[src/ssbg_regs.svh]
// register offsets, field positions and reset values of the serial status and bit-rate block
`ifndef SSBG_REGS_SVH
`define SSBG_REGS_SVH

// ------------------------------------------------------------
// register byte addresses
// ------------------------------------------------------------
`define SSBG_OFF_STATUS_TWO   8'h00
`define SSBG_OFF_DIVISOR      8'h04
`define SSBG_OFF_MODE         8'h08
`define SSBG_OFF_RX_STATUS    8'h0C
`define SSBG_OFF_RX_FIFO      8'h10

// ------------------------------------------------------------
// serial_status_two fields
// ------------------------------------------------------------
`define SSBG_ST2_TX_MSB       7
`define SSBG_ST2_RX_MSB       6
`define SSBG_ST2_RATIO_HI     5
`define SSBG_ST2_RATIO_LO     4
`define SSBG_ST2_RX_MPB       3
`define SSBG_ST2_TX_MPB       2
`define SSBG_ST2_ERR_IGNORE   1
`define SSBG_ST2_OVERRUN      0

// ------------------------------------------------------------
// mode register fields
// ------------------------------------------------------------
`define SSBG_MODE_RX_EN       0
`define SSBG_MODE_TX_EN       1
`define SSBG_MODE_SYNC        2
`define SSBG_MODE_MULTIPROC   3
`define SSBG_MODE_IRDA        4
`define SSBG_MODE_PRESC_LO    5
`define SSBG_MODE_PRESC_HI    6

// ------------------------------------------------------------
// reset values and answers
// ------------------------------------------------------------
`define SSBG_RST_STATUS_TWO   8'h20
`define SSBG_RST_DIVISOR      8'hFF
`define SSBG_RST_MODE         8'h00
`define SSBG_RESP_OKAY        2'b00
`define SSBG_RESP_SLVERR      2'b10

`endif

[src/ssbg_pkg.sv]
// types shared by the serial status and bit-rate block
package ssbg_pkg;

  // ------------------------------------------------------------
  // characters between the block and the shift engines
  // ------------------------------------------------------------
  typedef struct packed {
    logic [7:0] data;
    logic       rx_multiproc_bit;
    logic       frame_err;
    logic       parity_err;
  } ssbg_rx_char_t;

  typedef struct packed {
    logic [7:0] data;
    logic       rx_multiproc_bit;
    logic       mpb_en;
  } ssbg_tx_char_t;

  // ------------------------------------------------------------
  // base clock to bit rate ratio codes
  // ------------------------------------------------------------
  typedef enum logic [1:0] {
    SSBG_RATIO_X4  = 2'b00,
    SSBG_RATIO_X8  = 2'b01,
    SSBG_RATIO_X16 = 2'b10,
    SSBG_RATIO_BAD = 2'b11
  } ssbg_ratio_t;

endpackage : ssbg_pkg

[src/ssbg_top.sv]
// serial status two register, bit-rate generator and receive fifo behind an axi4-lite slave
`include "ssbg_regs.svh"

module ssbg_top #(
  parameter int FIFO_DEPTH = 16
) (
  input  wire logic                  aclk,
  input  wire logic                  aresetn,
  input  wire logic                  standby,
  input  wire logic [7:0]            s_axi_awaddr,
  input  wire logic                  s_axi_awvalid,
  output logic                       s_axi_awready,
  input  wire logic [31:0]           s_axi_wdata,
  input  wire logic [3:0]            s_axi_wstrb,
  input  wire logic                  s_axi_wvalid,
  output logic                       s_axi_wready,
  output logic [1:0]                 s_axi_bresp,
  output logic                       s_axi_bvalid,
  input  wire logic                  s_axi_bready,
  input  wire logic [7:0]            s_axi_araddr,
  input  wire logic                  s_axi_arvalid,
  output logic                       s_axi_arready,
  output logic [31:0]                s_axi_rdata,
  output logic [1:0]                 s_axi_rresp,
  output logic                       s_axi_rvalid,
  input  wire logic                  s_axi_rready,
  input  wire logic                  rx_char_valid,
  input  wire ssbg_pkg::ssbg_rx_char_t rx_char,
  output logic                       rx_suspend,
  input  wire logic                  tx_load,
  input  wire logic [7:0]            tx_data,
  output logic                       tx_char_valid,
  output ssbg_pkg::ssbg_tx_char_t    tx_char,
  output logic                       tx_suspend,
  output logic                       base_tick,
  output logic                       bit_tick
);

  localparam int AW = $clog2(FIFO_DEPTH);

  if (FIFO_DEPTH < 2 || (1 << AW) != FIFO_DEPTH)
  begin : g_depth_check
    $error("ssbg_top: FIFO_DEPTH must be a power of two, at least 2");
  end

  // ------------------------------------------------------------
  // state
  // ------------------------------------------------------------
  logic              clr;
  logic [7:0]        status_two_reg;
  logic [7:0]        divisor_reg;
  logic [7:0]        mode_reg;
  logic              overrun_seen_reg;
  logic              err_halt_reg;
  logic [8:0]        fifo_mem [FIFO_DEPTH];
  logic [AW-1:0]     wptr_reg;
  logic [AW-1:0]     rptr_reg;
  logic [AW:0]       count_reg;
  logic [5:0]        presc_cnt_reg;
  logic [7:0]        div_cnt_reg;
  logic              half_reg;
  logic [3:0]        base_cnt_reg;
  logic              aw_got_reg;
  logic              w_got_reg;
  logic [7:0]        awaddr_reg;
  logic [31:0]       wdata_reg;
  logic [3:0]        wstrb_reg;
  logic              bvalid_reg;
  logic [1:0]        bresp_reg;
  logic              rvalid_reg;
  logic [31:0]       rdata_reg;
  logic [1:0]        rresp_reg;
  logic              base_tick_reg;
  logic              bit_tick_reg;
  logic              tx_valid_reg;
  ssbg_pkg::ssbg_tx_char_t tx_char_reg;

  assign clr = !aresetn || standby;

  // mode decode
  logic       rx_en;
  logic       tx_en;
  logic       sync_mode;
  logic       multiproc;
  logic       irda;
  logic [1:0] presc_sel;
  logic       overrun;
  logic       err_ignore;

  assign rx_en      = mode_reg[`SSBG_MODE_RX_EN];
  assign tx_en      = mode_reg[`SSBG_MODE_TX_EN];
  assign sync_mode  = mode_reg[`SSBG_MODE_SYNC];
  assign multiproc  = mode_reg[`SSBG_MODE_MULTIPROC];
  assign irda       = mode_reg[`SSBG_MODE_IRDA];
  assign presc_sel  = mode_reg[`SSBG_MODE_PRESC_HI:`SSBG_MODE_PRESC_LO];
  assign overrun    = status_two_reg[`SSBG_ST2_OVERRUN];
  assign err_ignore = status_two_reg[`SSBG_ST2_ERR_IGNORE];

  // ------------------------------------------------------------
  // axi4-lite handshakes
  // ------------------------------------------------------------
  logic        aw_hs;
  logic        w_hs;
  logic        do_write;
  logic [7:0]  waddr;
  logic [31:0] wdata;
  logic        wr_lane0;
  logic        ar_hs;

  assign s_axi_awready = !aw_got_reg && !bvalid_reg;
  assign s_axi_wready  = !w_got_reg && !bvalid_reg;
  assign s_axi_arready = !rvalid_reg;
  assign aw_hs         = s_axi_awvalid && s_axi_awready;
  assign w_hs          = s_axi_wvalid && s_axi_wready;
  assign ar_hs         = s_axi_arvalid && s_axi_arready;
  assign do_write      = (aw_got_reg || aw_hs) && (w_got_reg || w_hs) && !bvalid_reg;
  assign waddr         = aw_got_reg ? awaddr_reg : s_axi_awaddr;
  assign wdata         = w_got_reg ? wdata_reg : s_axi_wdata;
  assign wr_lane0      = w_got_reg ? wstrb_reg[0] : s_axi_wstrb[0];

  always_ff @(posedge aclk)
  begin
    if (clr)
    begin
      aw_got_reg <= 1'b0;
      w_got_reg  <= 1'b0;
      awaddr_reg <= 8'h00;
      wdata_reg  <= 32'h0000_0000;
      wstrb_reg  <= 4'h0;
    end
    else if (do_write)
    begin
      aw_got_reg <= 1'b0;
      w_got_reg  <= 1'b0;
    end
    else
    begin
      if (aw_hs)
      begin
        aw_got_reg <= 1'b1;
        awaddr_reg <= s_axi_awaddr;
      end
      if (w_hs)
      begin
        w_got_reg <= 1'b1;
        wdata_reg <= s_axi_wdata;
        wstrb_reg <= s_axi_wstrb;
      end
    end
  end

  // write decode
  logic wr_st2;
  logic wr_div;
  logic wr_mode;
  logic wr_rxst;
  logic wr_hit;

  always_comb
  begin
    wr_st2  = 1'b0;
    wr_div  = 1'b0;
    wr_mode = 1'b0;
    wr_rxst = 1'b0;
    wr_hit  = 1'b1;
    if (waddr == `SSBG_OFF_STATUS_TWO)
      wr_st2 = do_write && wr_lane0;
    else if (waddr == `SSBG_OFF_DIVISOR)
      wr_div = do_write && wr_lane0;
    else if (waddr == `SSBG_OFF_MODE)
      wr_mode = do_write && wr_lane0;
    else if (waddr == `SSBG_OFF_RX_STATUS)
      wr_rxst = do_write && wr_lane0;
    else if (waddr != `SSBG_OFF_RX_FIFO)
      wr_hit = 1'b0;
  end

  always_ff @(posedge aclk)
  begin
    if (clr)
    begin
      bvalid_reg <= 1'b0;
      bresp_reg  <= `SSBG_RESP_OKAY;
    end
    else if (do_write)
    begin
      bvalid_reg <= 1'b1;
      bresp_reg  <= wr_hit ? `SSBG_RESP_OKAY : `SSBG_RESP_SLVERR;
    end
    else if (s_axi_bready)
      bvalid_reg <= 1'b0;
  end

  assign s_axi_bvalid = bvalid_reg;
  assign s_axi_bresp  = bresp_reg;

  // ------------------------------------------------------------
  // receive path and fifo
  // ------------------------------------------------------------
  logic       rx_err;
  logic       rx_take;
  logic       push;
  logic       pop;
  logic       overrun_set;
  logic [7:0] rx_ordered;
  logic [7:0] rx_rev;
  logic [7:0] tx_rev;

  // plain bit reversal, kept out of the conditional operators
  always_comb
  begin
    for (int i = 0; i < 8; i++)
    begin
      rx_rev[i] = rx_char.data[7 - i];
      tx_rev[i] = tx_data[7 - i];
    end
  end

  assign rx_err      = rx_char.frame_err || rx_char.parity_err;
  assign rx_take     = rx_char_valid && rx_en && !overrun && !err_halt_reg;
  assign push        = rx_take && (count_reg != FIFO_DEPTH[AW:0]);
  assign overrun_set = rx_take && (count_reg == FIFO_DEPTH[AW:0]);
  assign pop         = ar_hs && (s_axi_araddr == `SSBG_OFF_RX_FIFO) && (count_reg != '0);
  assign rx_ordered  = status_two_reg[`SSBG_ST2_RX_MSB] ? rx_rev : rx_char.data;

  always_ff @(posedge aclk)
  begin
    if (push)
      fifo_mem[wptr_reg] <= {rx_err, rx_ordered};
  end

  always_ff @(posedge aclk)
  begin
    if (clr)
    begin
      wptr_reg  <= '0;
      rptr_reg  <= '0;
      count_reg <= '0;
    end
    else
    begin
      if (push)
        wptr_reg <= wptr_reg + 1'b1;
      if (pop)
        rptr_reg <= rptr_reg + 1'b1;
      if (push && !pop)
        count_reg <= count_reg + 1'b1;
      else if (pop && !push)
        count_reg <= count_reg - 1'b1;
    end
  end

  // halt after a stored error unless errors are ignored; cleared by writing 0
  always_ff @(posedge aclk)
  begin
    if (clr)
      err_halt_reg <= 1'b0;
    else if (push && rx_err && !err_ignore)
      err_halt_reg <= 1'b1;
    else if (wr_rxst && !wdata[0])
      err_halt_reg <= 1'b0;
  end

  assign rx_suspend = overrun || err_halt_reg;

  // ------------------------------------------------------------
  // serial status two
  // ------------------------------------------------------------
  logic rd_st2;

  assign rd_st2 = ar_hs && (s_axi_araddr == `SSBG_OFF_STATUS_TWO);

  always_ff @(posedge aclk)
  begin
    if (clr)
      overrun_seen_reg <= 1'b0;
    else if (rd_st2 && overrun)
      overrun_seen_reg <= 1'b1;
    else if (!overrun)
      overrun_seen_reg <= 1'b0;
  end

  always_ff @(posedge aclk)
  begin
    if (clr)
      status_two_reg <= `SSBG_RST_STATUS_TWO;
    else
    begin
      if (wr_st2)
      begin
        status_two_reg[7:4]                  <= wdata[7:4];
        status_two_reg[`SSBG_ST2_TX_MPB]     <= wdata[`SSBG_ST2_TX_MPB];
        status_two_reg[`SSBG_ST2_ERR_IGNORE] <= wdata[`SSBG_ST2_ERR_IGNORE];
      end
      // set wins over a clearing write in the same cycle
      if (overrun_set)
        status_two_reg[`SSBG_ST2_OVERRUN] <= 1'b1;
      else if (wr_st2 && !wdata[`SSBG_ST2_OVERRUN] && overrun_seen_reg)
        status_two_reg[`SSBG_ST2_OVERRUN] <= 1'b0;
      // only taken characters update it, so disabled receive keeps the old bit
      if (rx_take && !sync_mode && multiproc)
        status_two_reg[`SSBG_ST2_RX_MPB] <= rx_char.rx_multiproc_bit;
    end
  end

  always_ff @(posedge aclk)
  begin
    if (clr)
      divisor_reg <= `SSBG_RST_DIVISOR;
    else if (wr_div)
      divisor_reg <= wdata[7:0];
  end

  always_ff @(posedge aclk)
  begin
    if (clr)
      mode_reg <= `SSBG_RST_MODE;
    else if (wr_mode)
      mode_reg <= wdata[7:0];
  end

  // ------------------------------------------------------------
  // bit-rate generator
  // ------------------------------------------------------------
  logic [5:0] presc_top;
  logic       presc_tick;
  logic       div_reload;
  logic [3:0] base_top;
  logic       gen_run;

  assign gen_run = rx_en || tx_en;

  always_comb
  begin
    case (presc_sel)
      2'b00:   presc_top = 6'd0;
      2'b01:   presc_top = 6'd3;
      2'b10:   presc_top = 6'd15;
      default: presc_top = 6'd63;
    endcase
  end

  // sync uses two base periods per bit, async the ratio field
  always_comb
  begin
    if (sync_mode)
      base_top = 4'd1;
    else
    begin
      case (ssbg_pkg::ssbg_ratio_t'(status_two_reg[5:4]))
        ssbg_pkg::SSBG_RATIO_X4: base_top = 4'd3;
        ssbg_pkg::SSBG_RATIO_X8: base_top = 4'd7;
        default:                 base_top = 4'd15;
      endcase
    end
  end

  assign presc_tick = gen_run && (presc_cnt_reg >= presc_top);
  // compare with >= so a smaller divisor takes effect by the next reload
  assign div_reload = presc_tick && (div_cnt_reg >= divisor_reg);

  always_ff @(posedge aclk)
  begin
    if (clr || !gen_run)
    begin
      presc_cnt_reg <= 6'd0;
      div_cnt_reg   <= 8'd0;
      half_reg      <= 1'b0;
      base_cnt_reg  <= 4'd0;
      base_tick_reg <= 1'b0;
      bit_tick_reg  <= 1'b0;
    end
    else
    begin
      base_tick_reg <= 1'b0;
      bit_tick_reg  <= 1'b0;
      presc_cnt_reg <= presc_tick ? 6'd0 : presc_cnt_reg + 6'd1;
      if (div_reload)
      begin
        div_cnt_reg <= 8'd0;
        half_reg    <= !half_reg;
        // base period is two reloads: (N+1)*2*4^n clocks
        if (half_reg)
        begin
          base_tick_reg <= 1'b1;
          if (base_cnt_reg >= base_top)
          begin
            base_cnt_reg <= 4'd0;
            bit_tick_reg <= 1'b1;
          end
          else
            base_cnt_reg <= base_cnt_reg + 4'd1;
        end
      end
      else if (presc_tick)
        div_cnt_reg <= div_cnt_reg + 8'd1;
    end
  end

  assign base_tick = base_tick_reg;
  assign bit_tick  = bit_tick_reg;

  // ------------------------------------------------------------
  // transmit character preparation
  // ------------------------------------------------------------
  logic mpb_used;

  assign mpb_used   = tx_en && !sync_mode && !irda && multiproc;
  assign tx_suspend = sync_mode && overrun;

  always_ff @(posedge aclk)
  begin
    if (clr)
    begin
      tx_valid_reg <= 1'b0;
      tx_char_reg  <= '0;
    end
    else
    begin
      tx_valid_reg <= tx_load && tx_en && !tx_suspend;
      if (tx_load && tx_en && !tx_suspend)
      begin
        tx_char_reg.data   <= status_two_reg[`SSBG_ST2_TX_MSB] ? tx_rev : tx_data;
        tx_char_reg.rx_multiproc_bit    <= mpb_used && status_two_reg[`SSBG_ST2_TX_MPB];
        tx_char_reg.mpb_en <= mpb_used;
      end
    end
  end

  assign tx_char_valid = tx_valid_reg;
  assign tx_char       = tx_char_reg;

  // ------------------------------------------------------------
  // read channel
  // ------------------------------------------------------------
  logic [31:0] rd_word;
  logic        rd_hit;

  always_comb
  begin
    rd_word = 32'h0000_0000;
    rd_hit  = 1'b1;
    if (s_axi_araddr == `SSBG_OFF_STATUS_TWO)
      rd_word[7:0] = status_two_reg;
    else if (s_axi_araddr == `SSBG_OFF_DIVISOR)
      rd_word[7:0] = divisor_reg;
    else if (s_axi_araddr == `SSBG_OFF_MODE)
      rd_word[7:0] = mode_reg;
    else if (s_axi_araddr == `SSBG_OFF_RX_STATUS)
    begin
      rd_word[0]      = err_halt_reg;
      rd_word[12:8]   = 5'(count_reg);
    end
    else if (s_axi_araddr == `SSBG_OFF_RX_FIFO)
      rd_word[8:0] = (count_reg != '0) ? fifo_mem[rptr_reg] : 9'h000;
    else
      rd_hit = 1'b0;
  end

  always_ff @(posedge aclk)
  begin
    if (clr)
    begin
      rvalid_reg <= 1'b0;
      rdata_reg  <= 32'h0000_0000;
      rresp_reg  <= `SSBG_RESP_OKAY;
    end
    else if (ar_hs)
    begin
      rvalid_reg <= 1'b1;
      rdata_reg  <= rd_word;
      rresp_reg  <= rd_hit ? `SSBG_RESP_OKAY : `SSBG_RESP_SLVERR;
    end
    else if (s_axi_rready)
      rvalid_reg <= 1'b0;
  end

  assign s_axi_rvalid = rvalid_reg;
  assign s_axi_rdata  = rdata_reg;
  assign s_axi_rresp  = rresp_reg;

endmodule : ssbg_top

[config.mk]
export PLATFORM = sky130hd
export DESIGN_NAME = ssbg_top
export DESIGN_NICKNAME = d
export VERILOG_FILES = /design/src/ssbg_pkg.sv /design/src/ssbg_top.sv
export VERILOG_INCLUDE_DIRS = /design/src /design/src/src
export SDC_FILE = /design/constraint.sdc
export NUM_CORES = 1
export LEC_CHECK = 0
export BUFFER_PORTS_ARGS = -buffer_cell sky130_fd_sc_hd__buf_2
export CAP_MARGIN = 5
export CORE_MARGIN = 4
export CORE_UTILIZATION = 42
export DETAILED_ROUTE_END_ITERATION = 12
export GPL_ROUTABILITY_DRIVEN = 0
export HOLD_SLACK_MARGIN = 0.12
export PLACE_DENSITY_LB_ADDON = 0.3
export SYNTH_ARGS = -nofsm -noshare
export SYNTH_HDL_FRONTEND = slang
export SYNTH_SLANG_ARGS = --single-unit
[constraint.sdc]
create_clock -name aclk -period 3.8 [get_ports aclk]
set_clock_uncertainty 0.15 [all_clocks]
set_input_delay 0.19 -clock aclk [delete_from_list [all_inputs] [get_ports aclk]]
set_output_delay 0.19 -clock aclk [all_outputs]
set_load 0.02 [all_outputs]
==> impl_results.md <==
* R2r setup slk at 0.53 ns
* Setup CP Type: reg2reg
* Rows at 59
* CP max stage cell: nor4_1
* Layout cells sized above 1 at about 22%
* Initial antenna violation count at 0
* Area delta synth->final at 20.3%
* Final Critical Period at ~3.3 ns
* Seq pwr share at between 50% and 60%
* Internal power at roughly 4500 uW
* H-Tree Depth at 1
* HP Class: in2reg
* Status: completed
* Clk sinks at roughly 260
* Async S/R FF share, synth at 0%
* GRT Residual Overflow at 0
* Clock Latency Late Sink at between 0.5 and 0.6 ns
* Crit path depth at 11
* Max Cap Viol at 0
* WP data arrival at ~3.6 ns
* Register area share after synthesis at between 50% and 60%
* Crit path top cell by count: a21oi_1
* CTS tree: yes
* Clock power share at between 40 and 50%
* Switch Pwr at between 1000 and 1500 uW
* P per Cell Area at ~430 nW/um2
* Cts hold-fix bufs at between 60 and 70
* DRC Markers at 0
* 1st-iter DRT viols at around 500
* Die W at approximately 170 um
* Yosys reg bits at between 200 and 300
* Crit. End Element: register
* Final WS setup at 0.533 ns
* Slew @ Worst Pin at 0.897 ns
* Leakage at 0.00496 uW
* Root cell of the clock tree: clkbuf_16
* Cts bufs inserted at 27
* Hold Fails Final Rpt at 0
* Post-CTS resize count at 0
* WL/cell at around 18 um
* Tcrit/Tclk final at 86.0%
* Post-synth cell types at 63
* CP Launch Type: register
* Reg2Reg Depth at 11
* Largest register FFs at 144
* Overall routing resource usage at 16.7%
* Die area at slightly below 30000 um2
* Setup TNS at 0 ns
* Core Box Area at 26100 um2
* Mapped Area at between 10000 and 15000 um2
* Largest net degree at the start of global routing at 53
* Via density at ~5.2
* Synth Area per Inst at 13.1 um2
* Hold path depth at 5
* Routed Wire Length at 24.6 mm
* Post-DP HPWL at ~16 mm
* Via count at 7124
* First-pass GRT wire length at 38.8 mm
* IO buf count at between 80 and 90
* Yosys top cell by area: edfxtp_1
* Main synth FF type: edfxtp_1
* Clk slew on worst S/H paths at ~0.06 ns
* Switching Share at 20.8%
* Clock buffer depth at 3
* Nets at between 1000 and 1500
* Crit-path leading delay family: simple AND/OR/NAND/NOR gates
* Cells after Synth at 851
* CP Cell Sequence: nor4_1 -> nor2b_1 -> or4_1 -> ha_1 -> inv_1 -> fa_1 -> a21o_1 -> a21oi_1 -> xnor2_1 -> or3_1 -> a21oi_1
* Number of inserted diodes at 0
* Unrepaired setup endpoints after global routing: no
* Post-CTS setup buffers at 0
* Fin. max-slew vios at 0
* Yosys warning count at 0
* WP buf/inv at 1
* Worst-path fanout max at 5
* Normalized max-slew margin at 40.1%
* Critical Path RT at around 4.1 ns
* Initial core utilization at about 43%
* Main area contributors after synthesis: edfxtp_1 (39%), dfxtp_1 (20%), mux4_2 (8.7%)
* Final core utilization at about half
* Vias in the first global route at roughly 7000
* Post-synth EDFFs at between 100 and 150
* Pre-CTS WS at 0.355 ns
* Post-Layout Cell Count at 1365
* Dpl cells at approximately 1300
* Synth top area share at 38.8%
* Io pins at between 100 and 150
* DRT Pass-1 Iters at 4
* Comb power frac at under 10%
* Fmax at about 0.3 GHz
* Setup violators final at 0
* Final ANT Viol Nets at 0
* VDD IR max at 0.354 mV
* WHS at about 0.18 ns
* CP max stage delay at 0.52 ns
* Chip Height at around 170 um
path summary, 6_finish.rpt:
check	endpoint	start
min reg2reg	tx_char[1]	tx_char[1]
min	rptr_reg[0]	s_axi_araddr[5]
max reg2reg	count_reg[4]	count_reg[0]
max	count_reg[4]	count_reg[0]
Yosys cell counts (13+ instances only):
master / count
edfxtp_1: 144
dfxtp_1: 111
nor2_1: 109
mux2i_1: 49
mux4_2: 43
nand2_1: 38
ha_1: 29
clkbuf_1: 27
buf_4: 26
inv_1: 25
a21oi_1: 23
mux2_2: 15
nand3_1: 15
a22oi_1: 14
o21ai_0: 14
xor2_1: 13
routing by layer:
layer | global-route usage [%] | share of wire [%] | vias up
met1 | 23.2 | 44 | 3469
li1 | - | - | 3445
met4 | 3.31 | 1.7 | 0
met3 | 2.45 | 5.8 | 31
met2 | 28.4 | 48 | 179
met5 | 0 | 0 | -
layout make-up:
type	instances	area (um2)
Clock inverter	15	153
Tap cell	335	419
Multi-Input combinational cell	528	4230
Fill cell	2256	12700
Inverter	25	93.8
Sequential cell	255	6550
Clock buffer	33	708
Timing Repair Buffer	174	1260
cells by family after synthesis:
| kind of cell | count (synthesis) | synth area share (%) |
|---|---|---|
| buffers and inverters | 88 | 4.06 |
| and+or+nand+nor | 229 | 10.3 |
| DFF | 255 | 58.7 |
| xor gates and xnor gates | 20 | 1.57 |
| muxes | 107 | 14.6 |
| adders and majority gates | 30 | 3.43 |
| other | 1 | 0.0336 |
| AOI/OAI and AO/OA | 121 | 7.33 |
placed cells by master, fill, tap and decap left out, types with 7 or more instances in the layout:
master | Yosys | layout
conb_1 | 1 | 21
nor3_1 | 10 | 10
a22oi_1 | 14 | 14
buf_2 | 2 | 88
nand2b_1 | 8 | 7
a22o_1 | 7 | 7
xnor2_1 | 7 | 7
a21oi_1 | 23 | 23
a32oi_1 | 7 | 7
inv_1 | 25 | 25
edfxtp_1 | 144 | 144
o21ai_1 | 10 | 10
dlygate4sd3_1 | 0 | 64
a211oi_1 | 11 | 11
clkinv_2 | 0 | 8
mux2_2 | 15 | 15
clkbuf_16 | 0 | 27
buf_4 | 26 | 21
ha_1 | 29 | 29
o21ai_0 | 14 | 14
and3_1 | 8 | 8
mux2i_1 | 49 | 49
nand3_1 | 15 | 15
mux4_2 | 43 | 43
nor2_1 | 109 | 109
o211ai_1 | 7 | 7
dfxtp_1 | 111 | 110
xor2_1 | 13 | 13
nand2_1 | 38 | 38
power by group through the flow:
stage | clock, uW | sequential, uW | combinational, uW
3_5_place_dp | 0 | 2990 | 190
4_1_cts | 2620 | 2930 | 241
2_1_floorplan | 0 | 2980 | 137
6_report | 2570 | 2930 | 243
5_1_grt | 2750 | 2930 | 265
3_3_place_gp | 0 | 2990 | 188
worst reg2reg max path, delay by kind of cell, from the launching register on:
| kind | cells | cell delay [ns] |
|---|---|---|
| AO/OA/AOI/OAI | 3 | 0.47 |
| buffers and inverters | 1 | 0.10 |
| flip-flops | 1 | 0.37 |
| adder cells (fa/ha/maj) | 2 | 0.59 |
| XOR/XNOR | 1 | 0.10 |
| AND/OR/NAND/NOR | 4 | 1.41 |
per-stage QoR:
step                      instance area [um2]  total power [uW]
after CTS                               13400              5790
final                                   13400              5730
after global routing                    13400              5940
after floorplan                         11200              3120
after global placement                  11900              3170
after detailed placement                11900              3170
(Power assumes the default switching activity.)
